$ cat src/logic/cprc_pkg.sv
/*
 Constants, register map and carrier types of the clock, power and reset controller.
 Assumes a single 25 MHz reference clock and a 32-bit Avalon-MM register bus.
*/
// What this block does
// - Main crystal stops on deep sleep or when its halt bit is set.
// - Processor runs from fast internal oscillator after reset release.
// - Fast internal oscillator halts on deep sleep or its halt bit.
// - Fast oscillator frequency loads from option byte; software may change it, 64 MHz max.
// - External main clock input disabled on deep sleep or main halt bit.
// - Sub crystal or its external input stops only by the sub halt bit.
// - Slow internal oscillator never clocks the processor; feeds four peripherals only.
// - Internal reset held while supply is below the power-up threshold.
// - Level detector gives reset or interrupt, mode and threshold from option byte.
// - Level detector keeps working in deep sleep.
// - Sleep gates processor clock; running fast oscillators keep running.
// - Deep sleep stops fast oscillators; an interrupt request ends it.
// - Leaving deep sleep on main crystal waits for oscillation to settle.
// - Low-power modes leave all registers and flags unchanged.
// - Seven reset sources: pin, watchdog, power-up, level, parity, illegal access, software.
// - Every reset restarts from the vector held at 0000H and 0001H.
// - Watchdog counts slow oscillator ticks in 17 bits, resets on overflow.
// - Watchdog resets on bit access, wrong kick value, or kick while window closed.
package cprc_pkg;
	localparam int REF_CLK_HZ = 25_000_000;
	localparam int SLOW_OSC_HZ = 15_000;
	localparam int SLOW_TICK_CYCLES = REF_CLK_HZ / SLOW_OSC_HZ;
	localparam int OSC_STAB_CYCLES = 2048;
	localparam int RESET_HOLD_CYCLES = 16;
	localparam int WDT_WIDTH = 17;

	localparam logic [4:0] OFS_CLK_CTRL = 5'h00;
	localparam logic [4:0] OFS_FAST_FREQ = 5'h04;
	localparam logic [4:0] OFS_WDT_KICK = 5'h08;
	localparam logic [4:0] OFS_WDT_KICK_BITOP = 5'h0C;
	localparam logic [4:0] OFS_SW_RESET = 5'h10;
	localparam logic [4:0] OFS_RESET_CAUSE = 5'h14;
	localparam logic [4:0] OFS_STATUS = 5'h18;
	localparam logic [4:0] OFS_WDT_COUNT = 5'h1C;

	localparam logic [7:0] WDT_KICK_VALUE = 8'hAC;
	localparam logic [7:0] SW_RESET_KEY = 8'h5A;
	localparam logic [15:0] RESET_VECTOR_ADDR = 16'h0000;

	// Processor clock choices; the slow oscillator has no code
	localparam logic [1:0] CPU_SEL_FAST = 2'h0;
	localparam logic [1:0] CPU_SEL_MAIN = 2'h1;
	localparam logic [1:0] CPU_SEL_SUB = 2'h2;

	// Reset cause bit positions
	localparam int RC_PIN = 0;
	localparam int RC_WDT = 1;
	localparam int RC_POR = 2;
	localparam int RC_LVD = 3;
	localparam int RC_PARITY = 4;
	localparam int RC_ILLEGAL = 5;
	localparam int RC_SOFT = 6;
	localparam int RC_COUNT = 7;

	typedef struct packed {
		logic [1:0] cpu_sel;
		logic sub_osc_halt_bit;
		logic fast_internal_osc_halt_bit;
		logic main_osc_halt_bit;
	} cprc_clk_ctrl_s;

	localparam cprc_clk_ctrl_s CLK_CTRL_RESET = '{cpu_sel: CPU_SEL_FAST, sub_osc_halt_bit: 1'b1,
		fast_internal_osc_halt_bit: 1'b0, main_osc_halt_bit: 1'b1};

	typedef struct packed {
		logic [2:0] fast_freq;
		logic lvd_irq_mode;
		logic [1:0] lvd_level;
		logic [1:0] wdt_period;
		logic [1:0] wdt_window;
	} cprc_option_s;

	typedef enum logic [1:0] {
		PM_RUN,
		PM_SLEEP,
		PM_DEEP,
		PM_STAB
	} cprc_pmode_e;
endpackage : cprc_pkg

$ cat src/logic/cprc_top.sv
/*
 Clock source control, low-power modes, reset merging and windowed watchdog.
 Assumes all inputs synchronous to i_ref_clk; analog comparators and oscillator pads are outside.
*/
`timescale 1ns/1ns
module cprc_top
	import cprc_pkg::*;
#(
	parameter int STAB_CYCLES = OSC_STAB_CYCLES,
	parameter int HOLD_CYCLES = RESET_HOLD_CYCLES
)
(
	input wire logic i_ref_clk,
	input wire logic i_srst,
	input wire logic [4:0] i_avs_address,
	input wire logic i_avs_read,
	input wire logic i_avs_write,
	input wire logic [31:0] i_avs_writedata,
	input wire logic [3:0] i_avs_byteenable,
	output logic [31:0] o_avs_readdata,
	output logic o_avs_waitrequest,
	input wire cprc_option_s i_option,
	input wire logic i_external_reset_pin_n,
	input wire logic i_supply_above_power_up_threshold,
	input wire logic i_supply_below_detect_threshold,
	input wire logic i_ram_parity_error,
	input wire logic i_illegal_access,
	input wire logic i_sleep_exec,
	input wire logic i_deep_sleep_exec,
	input wire logic i_irq_request,
	output logic o_main_osc_en,
	output logic o_main_ext_clk_en,
	output logic o_fast_osc_en,
	output logic [2:0] o_fast_osc_freq,
	output logic o_sub_osc_en,
	output logic o_sub_ext_clk_en,
	output logic [1:0] o_cpu_clk_sel,
	output logic o_cpu_clk_en,
	output logic [3:0] o_slow_osc_route_en,
	output logic [1:0] o_detect_threshold_sel,
	output logic o_lvd_irq,
	output logic o_sys_reset,
	output logic [15:0] o_reset_vector_addr
);
	localparam int TICK_W = $clog2(SLOW_TICK_CYCLES + 1);
	localparam int STAB_W = $clog2(STAB_CYCLES + 1);
	localparam int HOLD_W = $clog2(HOLD_CYCLES + 1);

	// Overflow limit from option: 2^14 .. 2^17 slow ticks
	function automatic logic [WDT_WIDTH:0] wdt_limit(input logic [1:0] period);
		wdt_limit = (WDT_WIDTH + 1)'(1) << (5'd14 + 5'(period));
	endfunction : wdt_limit

	// Window open: always, last 75 %, last 50 % or last 25 % of the period
	function automatic logic wdt_window_open(input logic [WDT_WIDTH-1:0] cnt, input logic [1:0] period,
		input logic [1:0] win);
		logic [WDT_WIDTH:0] lim;
		logic [WDT_WIDTH:0] c;
		lim = wdt_limit(period);
		c = {1'b0, cnt};
		case (win)
			2'd0: wdt_window_open = 1'b1;
			2'd1: wdt_window_open = c >= (lim >> 2);
			2'd2: wdt_window_open = c >= (lim >> 1);
			default: wdt_window_open = c >= ((lim >> 1) + (lim >> 2));
		endcase
	endfunction : wdt_window_open

	cprc_clk_ctrl_s clk_ctrl;
	cprc_option_s opt;
	cprc_pmode_e pmode;
	logic [2:0] fast_freq;
	logic [RC_COUNT-1:0] reset_cause;
	logic [RC_COUNT-1:0] reset_src;
	logic [HOLD_W-1:0] hold_cnt;
	logic [STAB_W-1:0] stab_cnt;
	logic [TICK_W-1:0] tick_cnt;
	logic slow_tick;
	logic [WDT_WIDTH-1:0] wdt_cnt;
	logic wdt_fault;
	logic soft_reset_req;
	logic bus_req;
	logic bus_done;
	logic local_rst;
	logic [31:0] next_readdata;
	logic wr_clk_ctrl;
	logic wr_fast_freq;
	logic wr_kick;
	logic wr_cause;
	logic kick_ok;

	assign bus_req = i_avs_read | i_avs_write;
	// Access completes at the edge where waitrequest is low
	assign bus_done = bus_req & ~o_avs_waitrequest;
	// Clock, power-mode, option and watchdog state returns to defaults on power-on and on every merged reset
	assign local_rst = i_srst | o_sys_reset;
	assign wr_clk_ctrl = bus_done & i_avs_write & (i_avs_address == OFS_CLK_CTRL) & i_avs_byteenable[0];
	assign wr_fast_freq = bus_done & i_avs_write & (i_avs_address == OFS_FAST_FREQ) & i_avs_byteenable[0];
	assign wr_kick = bus_done & i_avs_write & (i_avs_address == OFS_WDT_KICK);
	assign wr_cause = bus_done & i_avs_write & (i_avs_address == OFS_RESET_CAUSE) & i_avs_byteenable[0];
	assign kick_ok = wr_kick & (i_avs_writedata[7:0] == WDT_KICK_VALUE) & i_avs_byteenable[0]
		& wdt_window_open(wdt_cnt, opt.wdt_period, opt.wdt_window);

	// Bus handshake: one wait state, then one completing cycle
	always_ff @(posedge i_ref_clk)
	begin
		if (i_srst)
			o_avs_waitrequest <= 1'b1;
		else
			o_avs_waitrequest <= ~(bus_req & o_avs_waitrequest);
	end

	always_comb
	begin
		next_readdata = 32'h0000_0000;
		case (i_avs_address)
			OFS_CLK_CTRL: next_readdata = {27'h000_0000, clk_ctrl};
			OFS_FAST_FREQ: next_readdata = {29'h0000_0000, fast_freq};
			OFS_RESET_CAUSE: next_readdata = {25'h000_0000, reset_cause};
			OFS_STATUS: next_readdata = {27'h000_0000, i_supply_below_detect_threshold,
				(pmode == PM_STAB), 2'(pmode), o_sys_reset};
			OFS_WDT_COUNT: next_readdata = {15'h0000, wdt_cnt};
			default: next_readdata = 32'h0000_0000;
		endcase
	end

	always_ff @(posedge i_ref_clk)
	begin
		if (i_srst)
			o_avs_readdata <= 32'h0000_0000;
		else if (i_avs_read & o_avs_waitrequest)
			o_avs_readdata <= next_readdata;
	end

	// Options are sampled throughout reset and frozen at its release
	always_ff @(posedge i_ref_clk)
	begin
		if (local_rst)
			opt <= i_option;
	end

	// Clock control register
	always_ff @(posedge i_ref_clk)
	begin
		if (local_rst)
			clk_ctrl <= CLK_CTRL_RESET;
		else if (wr_clk_ctrl)
		begin
			clk_ctrl.main_osc_halt_bit <= i_avs_writedata[0];
			clk_ctrl.fast_internal_osc_halt_bit <= i_avs_writedata[1];
			clk_ctrl.sub_osc_halt_bit <= i_avs_writedata[2];
			if (i_avs_writedata[4:3] != 2'h3)
				clk_ctrl.cpu_sel <= i_avs_writedata[4:3];
		end
	end

	// Fast oscillator frequency code
	always_ff @(posedge i_ref_clk)
	begin
		if (local_rst)
			fast_freq <= i_option.fast_freq;
		else if (wr_fast_freq)
			fast_freq <= i_avs_writedata[2:0];
	end

	// Low-power mode sequencing; no register is touched on entry or exit
	always_ff @(posedge i_ref_clk)
	begin
		if (local_rst)
		begin
			pmode <= PM_RUN;
			stab_cnt <= '0;
		end
		else
		begin
			case (pmode)
				PM_RUN:
				begin
					if (i_deep_sleep_exec)
						pmode <= PM_DEEP;
					else if (i_sleep_exec)
						pmode <= PM_SLEEP;
				end
				PM_SLEEP:
				begin
					if (i_irq_request)
						pmode <= PM_RUN;
				end
				PM_DEEP:
				begin
					if (i_irq_request)
					begin
						if (clk_ctrl.cpu_sel == CPU_SEL_MAIN)
						begin
							pmode <= PM_STAB;
							stab_cnt <= STAB_W'(STAB_CYCLES - 1);
						end
						else
							pmode <= PM_RUN;
					end
				end
				PM_STAB:
				begin
					if (stab_cnt == '0)
						pmode <= PM_RUN;
					else
						stab_cnt <= stab_cnt - 1'b1;
				end
				default: pmode <= PM_RUN;
			endcase
		end
	end

	// Oscillator enables
	always_ff @(posedge i_ref_clk)
	begin
		if (local_rst)
		begin
			o_main_osc_en <= 1'b0;
			o_main_ext_clk_en <= 1'b0;
			o_fast_osc_en <= 1'b1;
			o_sub_osc_en <= 1'b0;
			o_sub_ext_clk_en <= 1'b0;
			o_cpu_clk_en <= 1'b0;
		end
		else
		begin
			o_main_osc_en <= ~clk_ctrl.main_osc_halt_bit & (pmode != PM_DEEP);
			o_main_ext_clk_en <= ~clk_ctrl.main_osc_halt_bit & (pmode != PM_DEEP);
			o_fast_osc_en <= ~clk_ctrl.fast_internal_osc_halt_bit & (pmode != PM_DEEP);
			o_sub_osc_en <= ~clk_ctrl.sub_osc_halt_bit;
			o_sub_ext_clk_en <= ~clk_ctrl.sub_osc_halt_bit;
			o_cpu_clk_en <= (pmode == PM_RUN);
		end
	end

	always_ff @(posedge i_ref_clk)
	begin
		if (local_rst)
		begin
			o_cpu_clk_sel <= CPU_SEL_FAST;
			o_fast_osc_freq <= 3'h0;
		end
		else
		begin
			o_cpu_clk_sel <= clk_ctrl.cpu_sel;
			o_fast_osc_freq <= fast_freq;
		end
	end

	// Slow oscillator to watchdog, calendar, interval timer, general timer
	always_ff @(posedge i_ref_clk)
	begin
		if (i_srst)
			o_slow_osc_route_en <= 4'h0;
		else
			o_slow_osc_route_en <= 4'hF;
	end

	// Level detector; runs regardless of low-power mode
	always_ff @(posedge i_ref_clk)
	begin
		if (i_srst)
		begin
			o_detect_threshold_sel <= 2'h0;
			o_lvd_irq <= 1'b0;
		end
		else
		begin
			o_detect_threshold_sel <= opt.lvd_level;
			o_lvd_irq <= opt.lvd_irq_mode & i_supply_below_detect_threshold;
		end
	end

	// Slow oscillator tick derived from the reference clock
	always_ff @(posedge i_ref_clk)
	begin
		if (i_srst | (tick_cnt == TICK_W'(SLOW_TICK_CYCLES - 1)))
			tick_cnt <= '0;
		else
			tick_cnt <= tick_cnt + 1'b1;
	end
	assign slow_tick = (tick_cnt == TICK_W'(SLOW_TICK_CYCLES - 1));

	// Watchdog counter
	always_ff @(posedge i_ref_clk)
	begin
		if (local_rst)
			wdt_cnt <= '0;
		else if (kick_ok)
			wdt_cnt <= '0;
		else if (slow_tick)
			wdt_cnt <= wdt_cnt + 1'b1;
	end

	always_comb
	begin
		wdt_fault = 1'b0;
		if (slow_tick & ({1'b0, wdt_cnt} == wdt_limit(opt.wdt_period) - 1'b1))
			wdt_fault = 1'b1;
		if (bus_done & (i_avs_address == OFS_WDT_KICK_BITOP))
			wdt_fault = 1'b1;
		if (wr_kick & ~kick_ok)
			wdt_fault = 1'b1;
	end

	assign soft_reset_req = bus_done & i_avs_write & (i_avs_address == OFS_SW_RESET)
		& i_avs_byteenable[0] & (i_avs_writedata[7:0] == SW_RESET_KEY);

	always_comb
	begin
		reset_src = '0;
		reset_src[RC_PIN] = ~i_external_reset_pin_n;
		reset_src[RC_WDT] = wdt_fault & ~o_sys_reset;
		reset_src[RC_POR] = ~i_supply_above_power_up_threshold;
		reset_src[RC_LVD] = ~opt.lvd_irq_mode & i_supply_below_detect_threshold;
		reset_src[RC_PARITY] = i_ram_parity_error;
		reset_src[RC_ILLEGAL] = i_illegal_access;
		reset_src[RC_SOFT] = soft_reset_req & ~o_sys_reset;
	end

	// Sticky reset causes, survive merged reset; set wins over clear
	always_ff @(posedge i_ref_clk)
	begin
		if (i_srst)
			reset_cause <= 7'h04;
		else
			reset_cause <= (reset_cause & ~(wr_cause ? i_avs_writedata[6:0] : 7'h00)) | reset_src;
	end

	// Merged reset and stretch
	always_ff @(posedge i_ref_clk)
	begin
		// Hold while active, release on clock
		if (i_srst | (|reset_src))
		begin
			o_sys_reset <= 1'b1;
			hold_cnt <= HOLD_W'(HOLD_CYCLES);
		end
		else if (hold_cnt != '0)
		begin
			o_sys_reset <= 1'b1;
			hold_cnt <= hold_cnt - 1'b1;
		end
		else
			o_sys_reset <= 1'b0;
	end

	// Same restart vector for every source
	always_ff @(posedge i_ref_clk)
	begin
		if (i_srst)
			o_reset_vector_addr <= RESET_VECTOR_ADDR;
		else
			o_reset_vector_addr <= RESET_VECTOR_ADDR;
	end
endmodule : cprc_top

$ cat config.mk
export PLATFORM = sky130hd
export DESIGN_NAME = cprc_top
export DESIGN_NICKNAME = d
export VERILOG_FILES = /design/src/logic/cprc_pkg.sv /design/src/logic/cprc_top.sv
export SDC_FILE = /design/constraint.sdc
export NUM_CORES = 1
export LEC_CHECK = 0
export ABC_AREA = 1
export BUFFER_PORTS_ARGS = -buffer_cell sky130_fd_sc_hd__buf_2
export CAP_MARGIN = 15
export CELL_PAD_IN_SITES_DETAIL_PLACEMENT = 0
export CELL_PAD_IN_SITES_GLOBAL_PLACEMENT = 1
export CORE_ASPECT_RATIO = 0.7
export CORE_MARGIN = 2
export CORE_UTILIZATION = 25
export CTS_BUF_LIST = sky130_fd_sc_hd__clkbuf_4 sky130_fd_sc_hd__clkbuf_8
export DETAILED_ROUTE_END_ITERATION = 6
export PLACE_DENSITY = 0.64
export SLEW_MARGIN = 20
export SYNTH_ARGS = -nofsm -noshare
export SYNTH_HDL_FRONTEND = slang
export SYNTH_SLANG_ARGS = --single-unit
$ cat constraint.sdc
create_clock -name i_ref_clk -period 3.5 [get_ports i_ref_clk]
set_input_delay 0.175 -clock i_ref_clk [delete_from_list [all_inputs] [get_ports i_ref_clk]]
set_output_delay 0.175 -clock i_ref_clk [all_outputs]
set_load 0.02 [all_outputs]
==> impl_results.rst <==
.. list-table::
   :header-rows: 1

   * - Metric
     - Value
   * - DRC viols
     - 0
   * - Kind of start point of the critical path
     - register
   * - Worst IR drop on VDD
     - 0.161 mV
   * - Setup repair after global routing missed its margin
     - false
   * - Placeable core area
     - 21700 µm²
   * - Number of enable-type register cells in the synthesized netlist
     - 10
   * - Post-CTS setup repair buffer count
     - 0
   * - Iteration count of the initial detailed-routing pass
     - 5
   * - H-tree Lvls
     - 3
   * - Count of hold buffers inserted by post-cts repair
     - 9
   * - Worst-case register-to-register setup slack
     - 1.09 ns
   * - Count of vias placed by the detailed router
     - 4838
   * - Height of the die
     - 129 µm
   * - Cell Rows
     - 45
   * - Wire length of the first global-routing pass
     - 23300 µm
   * - Footprint of the multi-input gates
     - 2820 µm²
   * - Pin count of the biggest net entering global routing
     - 28
   * - Layout fillers
     - 2477
   * - Cell area after synthesis
     - 5550 µm²
   * - Share of post-route cells with drive strength above 1
     - 0.160
   * - Seq pwr share
     - 0.566
   * - Synthesized area per cell
     - 7.39 µm²
   * - Cell-by-cell trace of the critical path
     - inv_1 -> ha_1 -> inv_1 -> ha_1 -> nand2_1 -> nor3_1 -> nand2_1 -> nand2_1 -> nand2_1 -> nand2_1 -> nand3_2 -> nand2_2 -> nor3_2
   * - Die area
     - 23400 µm²
   * - Final period demand of the worst path
     - 2.41 ns
   * - Worst-case clock buffer depth
     - 2
   * - Worst setup EP type
     - register
   * - Total GRT Usage
     - 0.127
   * - Residual antenna-violating net count after detailed routing
     - 0
   * - Switching fraction of total power
     - 0.277
   * - Library cells used by synthesis
     - 50
   * - Final setup violation count
     - 0
   * - Placer Congestion
     - 0.793
   * - Net switching power of the design
     - 0.000590 W
   * - Clock-pin slew of the registers on the worst-case setup and hold paths
     - 0.11 ns
   * - Clock Sinks
     - 101
   * - Max-cap violation count
     - 0
   * - Total count of max-transition violations in the final report
     - 0
   * - Layout-stage area growth over the synthesis result
     - 13.8%
   * - Design Area, Final
     - 6320 µm²
   * - Clock group share of total power
     - 0.338
   * - Number of primary I/O pins
     - 131
   * - Initial DRC Count
     - 309
   * - Max FO, Critical Path
     - 17
   * - Number of nets at the end of the flow
     - 916
   * - Wire per inst
     - 13.1 µm
   * - Worst path max stage delay
     - 0.53 ns
   * - WS Path Type
     - reg -> reg
   * - Post-synth ARST share
     - 0
   * - CTS root buffer
     - clkbuf_8
   * - Worst Clk Skew
     - 0.0155 ns
   * - Antenna violations before repair
     - 0
   * - Total of flip-flops plus latches after synthesis
     - 101
   * - Cell with the largest stage delay on the worst path
     - edfxtp_1
   * - Detail Placement HPWL
     - 11500 µm
   * - Count of cells along the worst register-to-register path
     - 13
   * - Total of buffers placed on input and output ports
     - 72
   * - Internal portion of total power
     - 0.00154 W
   * - Register area
     - 2120 µm²
   * - Clock tree from TritonCTS
     - done
   * - Seq/Total Area, Yosys
     - 0.382
   * - Endpoints failing hold
     - 0
   * - Hold depth
     - 3
   * - Part of the total power dissipated in combinational logic
     - 0.096
   * - Pwr dens
     - 337 nW/µm²
   * - Crit path required time
     - 3.76 ns
   * - Status
     - completed
   * - Resized cells post-CTS
     - 0
   * - Data arrival time at the worst-slack endpoint
     - 2.67 ns
   * - Wire length after detailed routing
     - 14600 µm
   * - Number of global-route vias before repair
     - 4426
   * - Min-delay worst type
     - in -> reg
   * - Num CTS Buffers
     - 9
   * - Most common cell after layout, fill and taps aside
     - nand2_1
   * - Final TNS setup
     - 0 ns
   * - Worst slew margin relative to its limit
     - 0.568
   * - Synth Instances
     - 751
   * - Prevailing post-synth register cell
     - dfxtp_1
   * - Final cycle utilization of the critical path
     - 0.690
   * - Actual transition at the worst max-transition pin
     - 0.645 ns
   * - Effective utilization at floorplan
     - 0.255
   * - Routed via count divided by cell count
     - 4.35
   * - Die Wd
     - 182 µm
   * - Max Clk Rate
     - 414 MHz
   * - Clock latency on the worst-skew pair
     - 0.39 ns
   * - Final-layout worst hold slack
     - 0.0746 ns
   * - Static leakage
     - 2.82 nW
   * - Synth Warn #
     - 0
   * - Grt total ovfl
     - 0
   * - Total cell area at the placement stage
     - 6040 µm²
   * - Critical path's most frequent cell
     - nand2_1
   * - Highest-count cells in the layout ignoring fill and taps
     - nand2_1 (141), inv_1 (91), dfxtp_1 (91)
## registers in the layout, summed over array words and instances, names as in the netlist, 2 cells and up
| signal | cells |
|---|---|
| hold_cnt | 5 |
| pmode | 2 |
| o_cpu_clk_sel | 2 |
| o_avs_readdata | 17 |
| tick_cnt | 11 |
| o_detect_threshold_sel | 2 |
| stab_cnt | 12 |
| o_fast_osc_freq | 3 |
| wdt_cnt | 17 |
| clk_ctrl | 5 |
| fast_freq | 3 |
| reset_cause | 7 |
| opt | 7 |
## per-stage QoR
stage	worst slack, ns	instances	power (W)	utilization
3_5_place_dp	1.07	1086	0.00143	0.278
3_3_place_gp	1.07	1086	0.00143	0.278
4_1_cts	1.03	1111	0.00216	0.291
6_report	1.09	1112	0.00213	0.291
5_1_grt	0.736	1111	0.00225	0.291
2_1_floorplan	1.47	781	0.00139	-
## critical path, delay by kind of cell, from the launching register on
kind,cells,cell delay (ns)
AND/OR/NAND/NOR,9,0.99
flip-flops,1,0.53
adder cells (fa/ha/maj),2,0.50
buffers and inverters,2,0.28
## cell usage after synthesis (6+ instances only)
master    count  area [µm²]
o21ai_1       6        30.0
nand2_1     141         529
inv_2         8        30.0
nor2_1       82         308
edfxtp_1     10         300
nor3_2        7        70.1
o21ai_0      36         180
inv_1        91         342
nor3_1       25         125
nand4_1      10        62.6
nand3_1      30         150
clkbuf_1      8        30.0
ha_1         29         363
a31oi_1       7        43.8
xor2_1       11        96.3
a21oi_1      53         265
buf_4        36         270
nor2_2        8        50.1
dfxtp_1      91        1820
## layout make-up
| cell class | instances | area share |
|---|---|---|
| clock buffer | 10 | 0.0218 |
| timing repair buffer | 82 | 0.0725 |
| antenna | 1 | 0.000396 |
| clock inverter | 6 | 0.00693 |
| tap | 282 | 0.0559 |
| sequential | 101 | 0.336 |
| multi-input combinational | 528 | 0.446 |
| inverter | 102 | 0.0608 |
## path summary, 6_finish.rpt
check                                                   end                     start
worst max-delay path                wdt_cnt[5]$_SDFFE_PP0N_          opt[3]$_DFFE_PN_
worst min-delay path                 fast_freq[0]$_DFFE_PP_               i_option[7]
worst max register to register      wdt_cnt[5]$_SDFFE_PP0N_          opt[3]$_DFFE_PN_
worst min register to register  o_sub_ext_clk_en$_SDFF_PN0_  clk_ctrl[2]$_SDFFE_PN1P_
## layer usage
layer,wire [µm],GRT usage
met4,97,0.0228
met3,756,0.0331
met2,5560,0.173
met5,0,0
met1,8190,0.199
## power groups by stage
stage | Clock (W) | Combinational (W) | Sequential [W]
CTS | 0.000751 | 0.000205 | 0.00121
finish | 0.000719 | 0.000205 | 0.00121
detailed placement | 0 | 0.000197 | 0.00123
global placement | 0 | 0.000197 | 0.00123
floorplan | 0 | 0.000147 | 0.00124
global route | 0.000809 | 0.000229 | 0.00121
## logic make-up (layout without fill, tap and decap cells)
logic type / count (synthesis) / in the layout / synth area share
and+or+nand+nor: 335 / 335 / 0.283
DFF: 101 / 101 / 0.382
AOI/OAI and AO/OA: 119 / 119 / 0.117
buffers and inverters: 152 / 200 / 0.131
xor gates and xnor gates: 13 / 13 / 0.0205
adders and majority gates: 29 / 29 / 0.0654
other: 2 / 33 / 0.00135
No activity file was read; power rests on OpenSTA's default activity.
